`config.mk`:
```
export PLATFORM = sky130hd
export DESIGN_NAME = fpa_top
export DESIGN_NICKNAME = d
export VERILOG_FILES = /design/src/design/fpa_pkg.sv /design/src/design/fpa_top.sv
export VERILOG_INCLUDE_DIRS = /design/src /design/src/design
export SDC_FILE = /design/constraint.sdc
export NUM_CORES = 1
export LEC_CHECK = 0
export BUFFER_PORTS_ARGS = -buffer_cell sky130_fd_sc_hd__buf_4
export CAP_MARGIN = 20
export CORE_MARGIN = 5
export CORE_UTILIZATION = 25
export CTS_BUF_LIST = sky130_fd_sc_hd__clkbuf_2 sky130_fd_sc_hd__clkbuf_4 sky130_fd_sc_hd__clkbuf_8
export DETAILED_ROUTE_END_ITERATION = 7
export SYNTH_ARGS = -nofsm -noshare
export SYNTH_HDL_FRONTEND = slang
export SYNTH_SLANG_ARGS = --single-unit
```
`constraint.sdc`:
```
create_clock -name i_clock -period 6.3 [get_ports i_clock]
set_input_delay 0.63 -clock i_clock [delete_from_list [all_inputs] [get_ports i_clock]]
set_output_delay 0.63 -clock i_clock [all_outputs]
set_load 0.005 [all_outputs]
```
`src/design/fpa_defs.svh`:
```
`ifndef FPA_DEFS_SVH
`define FPA_DEFS_SVH

// Register byte offsets
`define FPA_OFS_CTRL 12'h000
`define FPA_OFS_STEP 12'h004
`define FPA_OFS_PERIOD 12'h008
`define FPA_OFS_STATUS 12'h00c
`define FPA_OFS_SECWORD 12'h010
`define FPA_OFS_DACWORD 12'h014

// Field positions
`define FPA_CTRL_EN_BIT 0
`define FPA_STAT_OVR_BIT 0
`define FPA_STAT_ACT_LSB 1
`define FPA_STAT_DACV_BIT 3
`define FPA_CTL_UPPER_BIT 15
`define FPA_CTL_LOWER_BIT 14

// Reset values
`define FPA_RST_CTRL_EN 1'b0
`define FPA_RST_STEP 16'h0000

// Timing
`define FPA_CLK_PERIOD_NS 50
`define FPA_SAMPLE_TIME_NS 125000
`define FPA_SAMPLE_CYCLES (`FPA_SAMPLE_TIME_NS / `FPA_CLK_PERIOD_NS)
`define FPA_BIT_CYCLES 4
`define FPA_WORD_BITS 16

`endif

```
`src/design/fpa_pkg.sv`:
```
package fpa_pkg;
	typedef enum logic [1:0] {
		FPA_ACT_NONE,
		FPA_ACT_DELAY,
		FPA_ACT_ADVANCE
	} fpa_act_t;

	typedef enum logic [1:0] {
		FPA_ST_IDLE,
		FPA_ST_PRIMARY,
		FPA_ST_SECONDARY
	} fpa_state_t;

	typedef logic [15:0] fpa_word_t;
endpackage

```
`src/design/fpa_top.sv`:
```
`timescale 1ns/1ns
`include "fpa_defs.svh"

// Operation
// - Primary frame sync rise: take DAC bits 15..2
// - Same frame: shift out all ADC bits
// - Flag pins set the phase only with control 11; flags 11 also request a secondary frame
// - Control 01: delay next sample by step
// - Control 10: advance next sample by step
// - Negative step reverses every shift direction
// - Control 11, flags 01: delay; 00/11 none
// - Control 11, flags 10: advance by step
// - Other combinations: plain data exchange only
module fpa_top #(
	parameter int PERIOD_CYCLES = `FPA_SAMPLE_CYCLES,
	parameter int BIT_CYCLES = `FPA_BIT_CYCLES
) (
	// Clock and reset
	input wire logic i_clock,
	input wire logic i_reset_n,
	// APB slave
	input wire logic i_psel,
	input wire logic i_penable,
	input wire logic i_pwrite,
	input wire logic [11:0] i_paddr,
	input wire logic [31:0] i_pwdata,
	output logic [31:0] o_prdata,
	output logic o_pready,
	output logic o_pslverr,
	// Serial port pins
	output logic o_frame_sync_n,
	output logic o_shift_clk,
	output logic o_dout,
	input wire logic i_din,
	input wire logic i_flag_pin_high,
	input wire logic i_flag_pin_low,
	// ADC sample source
	input wire fpa_pkg::fpa_word_t i_adc_data,
	// DAC word stream
	output fpa_pkg::fpa_word_t o_dac_data,
	output logic o_dac_valid,
	input wire logic i_dac_ready
);
	import fpa_pkg::*;

	localparam int SUB_W = $clog2(BIT_CYCLES + 1);

	// Pin synchronisers
	logic [2:0] sync1_r;
	logic [2:0] sync2_r;
	always_ff @(posedge i_clock) begin
		if (!i_reset_n) begin
			sync1_r <= 3'h0;
			sync2_r <= 3'h0;
		end else begin
			sync1_r <= {i_din, i_flag_pin_high, i_flag_pin_low};
			sync2_r <= sync1_r;
		end
	end
	wire logic din_s = sync2_r[2];
	wire logic [1:0] flags_s = sync2_r[1:0];

	// Register file state
	logic ctrl_en_r, ctrl_en_nxt;
	logic signed [15:0] step_r, step_nxt;
	logic [15:0] period_r, period_nxt;
	logic ovr_r, ovr_nxt;
	logic [31:0] prdata_r, prdata_nxt;
	logic slverr_r, slverr_nxt;

	// Frame state
	fpa_state_t state_r, state_nxt;
	logic [15:0] cnt_r, cnt_nxt;
	logic [15:0] len_r, len_nxt;
	logic [SUB_W-1:0] sub_r, sub_nxt;
	logic [3:0] slot_r, slot_nxt;
	fpa_word_t tx_r, tx_nxt;
	fpa_word_t rx_r, rx_nxt;
	logic sec_pend_r, sec_pend_nxt;
	fpa_word_t secword_r, secword_nxt;
	fpa_act_t last_act_r, last_act_nxt;

	// Two-entry DAC buffer
	fpa_word_t buf_mem_r [2];
	fpa_word_t buf_mem_nxt [2];
	logic buf_wp_r, buf_wp_nxt;
	logic buf_rp_r, buf_rp_nxt;
	logic [1:0] buf_cnt_r, buf_cnt_nxt;
	logic buf_in_valid;
	logic buf_in_ready;
	logic buf_pop;
	fpa_word_t buf_in_data;

	assign buf_in_ready = (buf_cnt_r != 2'd2);
	assign buf_pop = o_dac_valid && i_dac_ready;
	assign o_dac_valid = (buf_cnt_r != 2'd0);
	assign o_dac_data = buf_mem_r[buf_rp_r];

	// Phase decode
	function automatic fpa_act_t decode_act(input logic [1:0] ctl, input logic [1:0] fl);
		fpa_act_t a;
		a = FPA_ACT_NONE;
		case (ctl)
			2'b01: a = FPA_ACT_DELAY;
			2'b10: a = FPA_ACT_ADVANCE;
			2'b11: begin
				// Flags only matter here
				if (fl == 2'b01) a = FPA_ACT_DELAY;
				else if (fl == 2'b10) a = FPA_ACT_ADVANCE;
			end
			default: a = FPA_ACT_NONE;
		endcase
		return a;
	endfunction

	// Adjusted length; signed step flips direction by itself
	function automatic logic [15:0] adj_len(input fpa_act_t a, input logic [15:0] base,
			input logic signed [15:0] st, input logic [15:0] now);
		logic signed [17:0] l;
		logic signed [17:0] floor_v;
		l = $signed({2'b00, base});
		floor_v = $signed({2'b00, now}) + 18'sd2;
		if (a == FPA_ACT_DELAY) l = l + 18'(st);
		else if (a == FPA_ACT_ADVANCE) l = l - 18'(st);
		// Never end the frame behind the counter
		if (l < floor_v) l = floor_v;
		if (l > 18'sh0ffff) l = 18'sh0ffff;
		return l[15:0];
	endfunction

	// Frame and shift engine
	always_comb begin
		fpa_act_t act;
		act = FPA_ACT_NONE;
		state_nxt = state_r;
		cnt_nxt = cnt_r;
		len_nxt = len_r;
		sub_nxt = sub_r;
		slot_nxt = slot_r;
		tx_nxt = tx_r;
		rx_nxt = rx_r;
		sec_pend_nxt = sec_pend_r;
		secword_nxt = secword_r;
		last_act_nxt = last_act_r;
		buf_in_valid = 1'b0;
		buf_in_data = 16'h0000;
		if (ctrl_en_r) begin
			if (cnt_r >= len_r - 16'd1) begin
				cnt_nxt = 16'h0000;
				// Shifted frame ends here; normal period resumes
				len_nxt = period_r;
			end else begin
				cnt_nxt = cnt_r + 16'd1;
			end
		end else begin
			cnt_nxt = 16'h0000;
			len_nxt = period_r;
		end
		case (state_r)
			FPA_ST_IDLE: begin
				sub_nxt = '0;
				slot_nxt = 4'h0;
				if (ctrl_en_r && cnt_r == 16'h0000) begin
					state_nxt = FPA_ST_PRIMARY;
					tx_nxt = i_adc_data;
				end else if (ctrl_en_r && sec_pend_r && cnt_r == {1'b0, len_r[15:1]}) begin
					state_nxt = FPA_ST_SECONDARY;
					tx_nxt = 16'h0000;
					sec_pend_nxt = 1'b0;
				end
			end
			FPA_ST_PRIMARY, FPA_ST_SECONDARY: begin
				if (sub_r == SUB_W'(BIT_CYCLES - 1)) begin
					sub_nxt = '0;
					rx_nxt = {rx_r[14:0], din_s};
					tx_nxt = {tx_r[14:0], 1'b0};
					slot_nxt = slot_r + 4'h1;
					if (slot_r == 4'hf) begin
						state_nxt = FPA_ST_IDLE;
						if (state_r == FPA_ST_PRIMARY) begin
							// Keep only the DAC bits
							buf_in_valid = 1'b1;
							buf_in_data = {rx_r[14:1], 2'b00};
							sec_pend_nxt = (rx_r[0] && din_s) || (flags_s == 2'b11);
						end else begin
							secword_nxt = {rx_r[14:0], din_s};
							act = decode_act({rx_r[14], rx_r[13]}, flags_s);
							last_act_nxt = act;
							len_nxt = adj_len(act, len_r, step_r, cnt_r);
						end
					end
				end else begin
					sub_nxt = sub_r + SUB_W'(1);
				end
			end
			default: state_nxt = FPA_ST_IDLE;
		endcase
		if (!ctrl_en_r) begin
			state_nxt = FPA_ST_IDLE;
			sec_pend_nxt = 1'b0;
		end
	end

	always_ff @(posedge i_clock) begin
		if (!i_reset_n) begin
			state_r <= FPA_ST_IDLE;
			cnt_r <= 16'h0000;
			len_r <= 16'(PERIOD_CYCLES);
			sub_r <= '0;
			slot_r <= 4'h0;
			tx_r <= 16'h0000;
			rx_r <= 16'h0000;
			sec_pend_r <= 1'b0;
			secword_r <= 16'h0000;
			last_act_r <= FPA_ACT_NONE;
		end else begin
			state_r <= state_nxt;
			cnt_r <= cnt_nxt;
			len_r <= len_nxt;
			sub_r <= sub_nxt;
			slot_r <= slot_nxt;
			tx_r <= tx_nxt;
			rx_r <= rx_nxt;
			sec_pend_r <= sec_pend_nxt;
			secword_r <= secword_nxt;
			last_act_r <= last_act_nxt;
		end
	end

	// Pin drive from flops
	assign o_frame_sync_n = (state_r == FPA_ST_IDLE);
	assign o_shift_clk = (state_r != FPA_ST_IDLE) && (sub_r < SUB_W'(BIT_CYCLES / 2));
	assign o_dout = (state_r != FPA_ST_IDLE) && tx_r[15];

	// Buffer; a full buffer drops the word and flags overrun
	always_comb begin
		buf_mem_nxt = buf_mem_r;
		buf_wp_nxt = buf_wp_r;
		buf_rp_nxt = buf_rp_r;
		buf_cnt_nxt = buf_cnt_r;
		if (buf_in_valid && buf_in_ready) begin
			buf_mem_nxt[buf_wp_r] = buf_in_data;
			buf_wp_nxt = ~buf_wp_r;
		end
		if (buf_pop) buf_rp_nxt = ~buf_rp_r;
		buf_cnt_nxt = buf_cnt_r + {1'b0, buf_in_valid && buf_in_ready} - {1'b0, buf_pop};
	end

	always_ff @(posedge i_clock) begin
		if (!i_reset_n) begin
			buf_mem_r <= '{default: 16'h0000};
			buf_wp_r <= 1'b0;
			buf_rp_r <= 1'b0;
			buf_cnt_r <= 2'd0;
		end else begin
			buf_mem_r <= buf_mem_nxt;
			buf_wp_r <= buf_wp_nxt;
			buf_rp_r <= buf_rp_nxt;
			buf_cnt_r <= buf_cnt_nxt;
		end
	end

	// APB slave; zero wait states, read data latched in setup
	logic setup_ph;
	logic access_wr;
	assign setup_ph = i_psel && !i_penable;
	assign access_wr = i_psel && i_penable && i_pwrite;
	assign o_pready = 1'b1;
	assign o_prdata = prdata_r;
	assign o_pslverr = slverr_r && i_psel && i_penable;

	always_comb begin
		ctrl_en_nxt = ctrl_en_r;
		step_nxt = step_r;
		period_nxt = period_r;
		prdata_nxt = prdata_r;
		slverr_nxt = slverr_r;
		// Set wins over write-one-clear
		ovr_nxt = ovr_r;
		if (access_wr && i_paddr == `FPA_OFS_STATUS && i_pwdata[`FPA_STAT_OVR_BIT]) ovr_nxt = 1'b0;
		if (buf_in_valid && !buf_in_ready) ovr_nxt = 1'b1;
		if (access_wr) begin
			if (i_paddr == `FPA_OFS_CTRL) begin
				ctrl_en_nxt = i_pwdata[`FPA_CTRL_EN_BIT];
			end else if (i_paddr == `FPA_OFS_STEP) begin
				step_nxt = i_pwdata[15:0];
			end else if (i_paddr == `FPA_OFS_PERIOD) begin
				period_nxt = i_pwdata[15:0];
			end
		end
		if (setup_ph) begin
			slverr_nxt = 1'b0;
			prdata_nxt = 32'h0000_0000;
			if (i_paddr == `FPA_OFS_CTRL) begin
				prdata_nxt[`FPA_CTRL_EN_BIT] = ctrl_en_r;
			end else if (i_paddr == `FPA_OFS_STEP) begin
				prdata_nxt[15:0] = step_r;
			end else if (i_paddr == `FPA_OFS_PERIOD) begin
				prdata_nxt[15:0] = period_r;
			end else if (i_paddr == `FPA_OFS_STATUS) begin
				prdata_nxt[`FPA_STAT_OVR_BIT] = ovr_r;
				prdata_nxt[`FPA_STAT_ACT_LSB +: 2] = last_act_r;
				prdata_nxt[`FPA_STAT_DACV_BIT] = o_dac_valid;
			end else if (i_paddr == `FPA_OFS_SECWORD) begin
				prdata_nxt[15:0] = secword_r;
			end else if (i_paddr == `FPA_OFS_DACWORD) begin
				prdata_nxt[15:0] = o_dac_data;
			end else begin
				slverr_nxt = 1'b1;
			end
		end
	end

	always_ff @(posedge i_clock) begin
		if (!i_reset_n) begin
			ctrl_en_r <= `FPA_RST_CTRL_EN;
			step_r <= `FPA_RST_STEP;
			period_r <= 16'(PERIOD_CYCLES);
			ovr_r <= 1'b0;
			prdata_r <= 32'h0000_0000;
			slverr_r <= 1'b0;
		end else begin
			ctrl_en_r <= ctrl_en_nxt;
			step_r <= step_nxt;
			period_r <= period_nxt;
			ovr_r <= ovr_nxt;
			prdata_r <= prdata_nxt;
			slverr_r <= slverr_nxt;
		end
	end
endmodule

```
**Yosys cells after proc, flatten, opt, wreduce, memory -nomap -nowiden**

Cells that the tools add are included.

- Register bits after elaboration: 184
- Output and inout port bits: 54
- Word-level logic and storage cells: 186

- Add/subtract/negate cells: 9
- $lt $le $gt $ge: 7
- Eq/ne operators: 25
- Mux-type cells: 74
- Bitwise gates (word level): 9
- Reduce and logical (&&, ||, !) cells: 39

Operator list:

| operator | count |
|---|---|
| 16-bit two-way mux | 22 |
| 18-bit two-way mux | 11 |
| 32-bit bitwise mux | 1 |
| 16-bit case mux with 2 select lines | 1 |
| 12-bit by 4-bit == test with 1-bit output, second input constant | 2 |
| 12-bit by 5-bit == test with 1-bit output, second input constant | 2 |
| 2-bit two-way mux | 10 |
| 17-bit by 16-bit adder with 18-bit output | 1 |
| 18-bit by 17-bit > comparator with 1-bit output, second input constant | 1 |
| 18-bit less-than comparator | 1 |
| 1-bit two-way mux | 18 |
| 17-bit by 16-bit subtractor with 18-bit output | 1 |
| 16-bit by 2-bit adder with 17-bit output, second input constant | 1 |
| 1-bit logical AND | 17 |
| 16-bit by 1-bit adder with 16-bit output, second input constant | 1 |
| 16-bit demux with 1-bit select | 1 |
| 16-bit by 15-bit == test with 1-bit output | 1 |
| 16-bit greater-or-equal comparator | 1 |
| 16-bit logical NOT | 1 |
| 16-bit by 1-bit subtractor with 16-bit output, second input constant | 1 |
| 15-bit two-way mux | 1 |
| 12-bit by 3-bit == test with 1-bit output, second input constant | 1 |
| 2-bit == test, second input constant | 6 |
| 12-bit logical NOT | 1 |
| 33 further kinds | 59 |

**Depth between registers and ports, before layout**

Gate-level depths: netlist of the first run.

- Depth in word-level cells: 27
- Depth in mapped cells: 25
- Mapped depth without buffers: 24

**Worst setup path after synthesis of the first run**

OpenSTA, ideal clock, no wires.

- Path kind: reg2reg
- From: register len_r[0]
- To: register len_r[11]
- Library setup time: 0.079 ns
- Arrival: 4.411 ns
- Slack: 1.810 ns
- Stages on the path, launching flop included: 23
- Buffers on the path: 1
- Period minus slack after synthesis: 4.490 ns
- Path through: dfxtp_1 > inv_1 > ha_1 > inv_1 > fa_1 > a211oi_1 > o21ai_1 > o21ai_1 > a21boi_1 > o31ai_1 > o2111ai_1 > and3_1 > ha_1 > a21oi_1 > nor2b_1 > o21ai_0 > a31oi_1 > a211oi_1 > ha_1 > or3_1 > o211a_2 > buf_6 > a32oi_2

- Word-level cells in the longest chain between the ends: 19

RTL lines:

| element | line | RTL |
|---|---|---|
| start: declaration | fpa_top.sv:74 | `logic [15:0] len_r, len_nxt;` |
| start signal: assignment | fpa_top.sv:208 | `len_r <= 16'(PERIOD_CYCLES);` |
| start signal: assignment | fpa_top.sv:219 | `len_r <= len_nxt;` |
| 17-bit by 16-bit subtractor with 18-bit output | fpa_top.sv:124 | `else if (a == FPA_ACT_ADVANCE) l = l - 18'(st);` |
| 18-bit two-way mux | fpa_top.sv:124 |  |
| 18-bit two-way mux | fpa_top.sv:123 | `if (a == FPA_ACT_DELAY) l = l + 18'(st);` |
| 18-bit two-way mux | fpa_top.sv:180 | `if (state_r == FPA_ST_PRIMARY) begin` |
| 18-bit two-way mux | fpa_top.sv:178 | `if (slot_r == 4'hf) begin` |
| 18-bit two-way mux | fpa_top.sv:173 | `if (sub_r == SUB_W'(BIT_CYCLES - 1)) begin` |
| 18-bit two-way mux | fpa_top.sv:159 | `case (state_r)` |
| 18-bit less-than comparator | fpa_top.sv:126 | `if (l < floor_v) l = floor_v;` |
| [3 not listed] | n/a |  |
| 18-bit two-way mux | fpa_top.sv:173 |  |
| 18-bit two-way mux | fpa_top.sv:159 |  |
| 18-bit by 17-bit > comparator with 1-bit output | fpa_top.sv:127 | `if (l > 18'sh0ffff) l = 18'sh0ffff;` |
| 16-bit two-way mux | fpa_top.sv:127 |  |
| 16-bit two-way mux | fpa_top.sv:180 |  |
| 16-bit two-way mux | fpa_top.sv:178 |  |
| 16-bit two-way mux | fpa_top.sv:173 |  |
| 16-bit two-way mux (*) | fpa_top.sv:159 |  |

Every way passes the cells marked *; elsewhere a longest branch is shown, timed or not. The select of a mux whose other input is x is not followed.
A chain may end at the register's enable or synchronous reset.

**Worst setup path in the final report of the first run**

- From: register len_r[0]
- To: register len_r[2]

The elaborated chain is that of the path after synthesis.

==> qor.yml, run 1 <==
antenna_found_initial: 1
max-cap-violations: 0
hp-start: "i_din"
placed_cells: 2074
vdd_drop_max_mv: 0.129
htreeDepth: 4
drc: 0
synth_area_leader_cell: "dfxtp_1"
r2r_end: "len_r[2]"
yosysUniqueCellTypes: 87
layout.nets: 1638
cp-startpoint: "len_r[0]"
finalClockSkew_ps: 26.9
synth.most_common_cell: "nand2_1"
insertion_delay_ps: 500
grt_use_total_pct: 13.2
synthTopCellsByArea: "dfxtp_1, ha_1, nand2_1"
power.static_leakage_uw: 0.00520
yosysTopAreaCellShare_pct: 30.5
core_area_um2: 46700
fp.dieH_um: 227
rows: 79
max_freq_mhz: 180
grt_max_degree: 100
fin_crit_sh_pct: 88.3
max_slew_margin_pct: 39.0
reg2regPathDepth: 24
drt_iter0_markers: 803
dieArea_um2: 51700
maxSlewViolCount: 0
crit_path_max_fanout: 13
hpwl_mm: 26.0
r2r-start: "len_r[0]"
io_pins: 123
hold_viol_final: 0
stdcell_count: 2109
dieWidth_um: 227
fin_crit_ps: 5560
tritoncts: "done"
tightestPinTransition_ps: 893
routedWlPerCell_um: 16.5
finalSetupViolations: 0
avgSynthCellArea_um2: 8.07
drive_gt1_share_pct: 12.1
synth_commonest_cells: "nand2_1, dfxtp_1, nor2_1, clkbuf_1, ha_1"
synth-async-reset-ratio_pct: 0
startpoint_type: "flop"
floorplan.initialDensity_pct: 25.3
synth_seq_area_share_pct: 30.5
setup_tns_ps: 0
cts_resized: 0
drt-pass1-iter-count: 5
critPathKind: "reg2reg"
endpoint_kind: "flop"
port-buffer-count: 87
rsz0062_at_grt: "false"
cts_made_buffers: 17
cts-root-buf: "clkbuf_8"
cts_setup_buffers: 0
clock_path_buffers: 2
ys_ff_latch: 180
hold_class: "in2reg"
status: "finished clean"
netlist_area_um2: 11800
critPathArrivalTime_ps: 5980
endpoint: "len_r[2]"
synthFlopType: "dfxtp_1"
clock_sinks: 180
grt_pass1_wl_mm: 54.5
gr-total-overflow: 0
vias: 10600
syn_to_final_growth_pct: 13.3
ant_nets: 0
yosysWarnings: 0
postCtsHoldBufs: 0
syn_inst: 1463
ff2ff_setup_slack_ps: 740
cellPowerDensity_nw_per_um2: 162
via_per_inst: 5.01
gp_congestion: 0.928
critPathRequiredTime_ps: 6720
wl_mm: 34.7
path_clk_slew_ps: 110
synth_edf_count: 0
grt_pass1_vias: 9870
[through the flow]
step | hold slack, ps | util [%] | setup WS [ps] | total power [uW] | area, um2
2_1_floorplan | 412 | - | 1810 | 1270 | 11900
3_3_place_gp | 420 | 27.6 | 970 | 1320 | 12900
3_5_place_dp | 424 | 27.6 | 888 | 1320 | 12900
4_1_cts | 286 | 28.6 | 837 | 2200 | 13300
5_1_grt | 309 | 28.7 | 483 | 2250 | 13400
6_report | 340 | 28.7 | 739 | 2160 | 13400
[layout by cell type (no fill, tap or decap), drive strengths merged, types with 6 or more instances in the layout]
cell and n:
conb 19, clkbuf 19, buf 108, o21a 6, a31oi 11, xnor2 33
a21oi 61, and2 28, a21o 14, and3 7, o211a 20, o211ai 22
a21boi 70, dfxtp 180, xor2 28, nor4 14, a32oi 6, nand3 24
o21ai 64, nand2 235, nand4 9, or2 6, a22oi 15, ha 79
o221ai 10, a41oi 6, o21bai 8, a211oi 11, or3 9, nor3 22
nor2b 42, inv 55, mux2i 41, o31ai 6, mux2 25, o22ai 9
nor2 95, nand2b 20
[cells by family after synthesis]
| family | count (synthesis) | synth area share (%) |
|---|---|---|
| AND/OR/NAND/NOR | 524 | 20.9 |
| multiplexers | 66 | 5.86 |
| XOR/XNOR | 61 | 4.53 |
| AO/OA/AOI/OAI | 381 | 23.2 |
| flip-flops | 180 | 30.5 |
| adder cells (fa/ha/maj) | 81 | 8.71 |
| buffers and inverters | 168 | 6.25 |
| other | 2 | 0.0636 |
[flip-flops by register name, indices dropped and copies added, names as in the netlist]
signal,cells
sync2_r,3
buf_mem_r,28
cnt_r,16
sync1_r,3
period_r,16
step_r,16
len_r,16
slverr_r,1
sub_r,3
tx_r,16
last_act_r,2
ctrl_en_r,1
rx_r,15
state_r,2
buf_cnt_r,2
ovr_r,1
sec_pend_r,1
o_prdata,16
secword_r,16
slot_r,4
buf_rp_r,1
buf_wp_r,1
[layout make-up]
type                    instances  area (um2)
clock buffers                  19         255
well taps                     607         759
clock inverters                13         180
fillers                      5025       33300
multi-input cells            1132        7530
diodes                          1        2.50
inverters                      49         184
repair buffers                108         855
flip-flops and latches        180        3600
[worst max-delay path: stages (launching register included)]
cell and delay (ps):
dfxtp_1 400, inv_1 150, ha_1 200, inv_1 60, fa_1 430, a211oi_1 330, o21ai_1 220, o21ai_1 300
a21boi_1 170, o41ai_1 450, mux2i_1 280, nand3_1 100, ha_1 310, nand2_1 70, nor2_1 50, o31ai_1 90
a31oi_1 150, a211oi_1 250, ha_1 330, nor2_1 120, a41oi_1 60, a311o_1 400, o211a_2 180, buf_12 160
a32oi_1 200
[worst min path at each step]
stage / end / slack, ps / depth (start not counted)
3_5_place_dp: sync2_r[0] / 420 / 1
5_1_grt: sync1_r[2] / 310 / 2
2_1_floorplan: sync2_r[0] / 410 / 1
3_3_place_gp: sync2_r[1] / 420 / 1
6_report: sync1_r[2] / 340 / 2
4_1_cts: sync1_r[2] / 290 / 2
[report_power, final]
group | total (uW) | switching (uW) | internal, uW
logic | 125 | 58.5 | 66.4
clock network | 873 | 485 | 389
registers | 1170 | 19.4 | 1150
total | 2160 | 563 | 1600
[layer usage]
layer  GRT usage, %  share of wire (%)  up-vias
met5              0                  0        -
li1               -                  -     5164
met4           4.11                2.4        0
met2           21.4                 47      293
met3           2.79                5.5       48
met1           17.7                 45     5052
Note: power is estimated with default switching activity, not from simulation.
==> run 2: changes to the inputs <==
--- a/config.mk
+++ b/config.mk
@@ -6,6 +6,7 @@
 export SDC_FILE = /design/constraint.sdc
 export NUM_CORES = 1
 export LEC_CHECK = 0
+export ABC_AREA = 1
 export BUFFER_PORTS_ARGS = -buffer_cell sky130_fd_sc_hd__buf_4
 export CAP_MARGIN = 20
 export CORE_MARGIN = 5
==> constraint.sdc (replaced) <==
create_clock -name i_clock -period 5.63 [get_ports i_clock]
set_input_delay 0.563 -clock i_clock [delete_from_list [all_inputs] [get_ports i_clock]]
set_output_delay 0.563 -clock i_clock [all_outputs]
set_load 0.005 [all_outputs]
==> run 2 against run 1 <==
Maximum frequency rose by 25%; sequential share of layout area fell by 0.38 points; synthesized area rose by 2.2%; global-route usage rose by 0.70 points; wire length rose by 7.5%; clock skew fell by 3.1 ps; via count rose by 11%; sequential power rose by 10%; final area rose by 1.4%; clock power rose by 7.2%; critical path depth rose by 5; critical path type unchanged; largest power group unchanged.
==> qor.yml, run 2 <==
status: "finished clean"
antenna_found_initial: 0  # -1
yosysWarnings: 0  # unchanged
netlist_area_um2: 12100  # +2.2%
tightestPinTransition_ps: 957  # +64.5 ps
synth_edf_count: 0  # unchanged
hpwl_mm: 28.9  # +11%
io_pins: 123  # unchanged
vdd_drop_max_mv: 0.128  # -0.70%
fp.dieH_um: 230  # +1.1%
slowest_delay_ps: 570  # +120 ps
multi_input_area_um2: 7190  # -4.6%
num_antenna_cells: 0  # -1
postCtsHoldBufs: 0  # unchanged
ys_ff_latch: 180  # unchanged
ff2ff_setup_slack_ps: 1200  # +460 ps
finalClockSkew_ps: 23.7  # -3.13 ps
hold_class: "in2reg"
synth.most_common_cell: "nand2_1"
synth_commonest_cells: "nand2_1, inv_1, nor2_1, dfxtp_1, a21oi_1"
stdcell_count: 2497  # +18%
fin_crit_sh_pct: 78.8  # -9.5 points
avgSynthCellArea_um2: 6.60  # -18%
layout.nets: 2020  # +23%
gp_congestion: 0.939  # +1.2%
fin_util_pct: 28.4  # -0.26 points
drt_iter0_markers: 860  # +7.1%
critPathKind: "reg2reg"
seqCellArea_um2: 3600  # unchanged
yosysUniqueCellTypes: 53  # -39%
reg2regPathDepth: 29  # +21%
via_per_inst: 4.69  # -6.3%
cts_resized: 0  # unchanged
max_slew_margin_pct: 36.1  # -2.8 points
hp-start: "i_din"
synth_area_leader_cell: "dfxtp_1"
p_int_uw: 1700  # +5.9%
clkPwrFrac_pct: 40.1  # -0.3 points
rows: 80  # +1.3%
power_frac_comb_pct: 4.4  # -1.4 points
crit_slowest_cell: "dfxtp_1"
setup_tns_ps: 0  # unchanged
r2r-start: "len_r[3]"
path_clk_slew_ps: 110  # about the same
layout_commonest_cell: "nand2_1"
floorplan.initialDensity_pct: 25.3  # -0.030 points
core_area_um2: 47700  # +2.3%
syn_to_final_growth_pct: 12.4
r2r_end: "len_r[2]"
worst_hold_path.num_cells: 3  # +1
switching_power_uw: 637  # +13%
cts-root-buf: "clkbuf_8"
insertion_delay_ps: 500  # about the same
largest-register: "buf_mem_r"
drive_gt1_share_pct: 10.2  # -1.9 points
synthTopCellsByArea: "dfxtp_1, nand2_1, ha_1"
cp-startpoint: "len_r[3]"
power.static_leakage_uw: 0.00612  # +18%
max-cap-violations: 0  # unchanged
fillers: 5217  # +3.8%
wl_mm: 37.3  # +7.5%
rsz0062_at_grt: "false"
htreeDepth: 4  # unchanged
placed_cells: 2465  # +19%
dieArea_um2: 52800  # +2.1%
drt-pass1-iter-count: 6  # +1
grt_pass1_wl_mm: 60.0  # +10%
fin_crit_ps: 4430  # -1130 ps
clock_path_buffers: 2  # unchanged
ant_nets: 0  # unchanged
clock_sinks: 180  # unchanged
cts_made_buffers: 17  # unchanged
finalSetupViolations: 0  # unchanged
routedWlPerCell_um: 14.9  # -9.2%
port-buffer-count: 87  # unchanged
hold_end: "sync1_r[2]"
critPathArrivalTime_ps: 4800  # -1180 ps
cellPowerDensity_nw_per_um2: 172  # +6.3%
vias: 11700  # +11%
synth-async-reset-ratio_pct: 0  # unchanged
yosysTopAreaCellShare_pct: 29.9  # -0.66 points
tritoncts: "done"
crit_path_max_fanout: 21  # +8
syn_inst: 1827  # +25%
synth_seq_area_share_pct: 29.9  # -0.66 points
synthFlopType: "dfxtp_1"
seq_power_share_pct: 55.5  # +1.6 points
post-place-ws_ps: 1220  # +327 ps
setup_ws_ps: 1200  # +456 ps
critPathRequiredTime_ps: 6000  # -720 ps
max_freq_mhz: 226  # +25%
gr-total-overflow: 0  # unchanged
crit_top_cell: "nand2_1"
grt_max_degree: 101  # +1.0%
endpoint_kind: "flop"
swShare_pct: 27.3  # +1.3 points
drc: 0  # unchanged
grt_use_total_pct: 13.9  # +0.70 points
hold_viol_final: 0  # unchanged
final_cell_mix: "nand2_1, inv_1, nor2_1, dfxtp_1, a21oi_1"
grt_pass1_vias: 11100  # +13%
startpoint_type: "flop"
dieWidth_um: 230  # +1.1%
largest_register_ffs: 28  # unchanged
maxSlewViolCount: 0  # unchanged
cts_setup_buffers: 0  # unchanged
==> run 2: cell count changes after synthesis, moves of 47 or more <==
| cell | before | now |
|---|---|---|
| inv_1 | 45 | 200 |
| a21boi_0 | 47 | 0 |
| a21oi_1 | 61 | 173 |
| nand2_1 | 235 | 422 |
| o21ai_0 | 43 | 158 |
| nor2_1 | 94 | 184 |
| nand3_1 | 24 | 119 |
==> run 2: area by class of cell <==
type	count	area share (%)
inverter	213	5.91
clock inverter	14	1.36
timing repair buffer	103	5.76
multi-input combinational	1355	53.0
sequential	180	26.6
tap	615	5.67
clock buffer	17	1.73
==> run 2: critical path, delay by kind of cell (launching register included) <==
kind / cells / cell delay (ps)
simple gates: 19 / 1480
flops: 1 / 570
buf+inv: 3 / 520
fa+ha+maj: 3 / 930
compound gates: 4 / 800
==> run 2: through the flow <==
stage	area, um2	hold WS (ps)	power (uW)
6_report	13600	244	2330
3_3_place_gp	13100	400	1420
3_5_place_dp	13100	398	1430
2_1_floorplan	12100	390	1380
4_1_cts	13500	194	2370
5_1_grt	13600	227	2430
==> run 2: logic make-up after synthesis <==
family	after synthesis	share of synthesized area, %
AOI/OAI and AO/OA	374	16.4
xor gates and xnor gates	52	3.77
adders and majority gates	81	8.52
buffers and inverters	309	11.1
DFF	180	29.9
other	2	0.0622
and+or+nand+nor	829	30.3
==> run 2: how the worst max path moves through the flow <==
stage / depth (start not counted) / slack, ps / endpoint
2_1_floorplan: 33 / 1890 / len_r[0]
6_report: 29 / 1200 / len_r[2]
4_1_cts: 29 / 1190 / len_r[2]
3_5_place_dp: 29 / 1220 / len_r[2]
3_3_place_gp: 29 / 1260 / len_r[7]
5_1_grt: 20 / 700 / cnt_r[9]
==> run 2: metal layers <==
layer	GRT usage, %	up-vias	routed length [um]
met4	4.77	0	927
met5	0	-	0
li1	-	5990	-
met2	23.5	275	17600
met1	18.5	5400	17300
met3	1.52	51	1500
==> run 2: power groups by stage <==
stage	Sequential [uW]	Combinational, uW	Clock, uW
after floorplan	1310	66.8	0
after global placement	1320	101	0
after detailed placement	1320	103	0
after CTS	1290	103	969
after global routing	1300	116	1020
final	1290	103	936
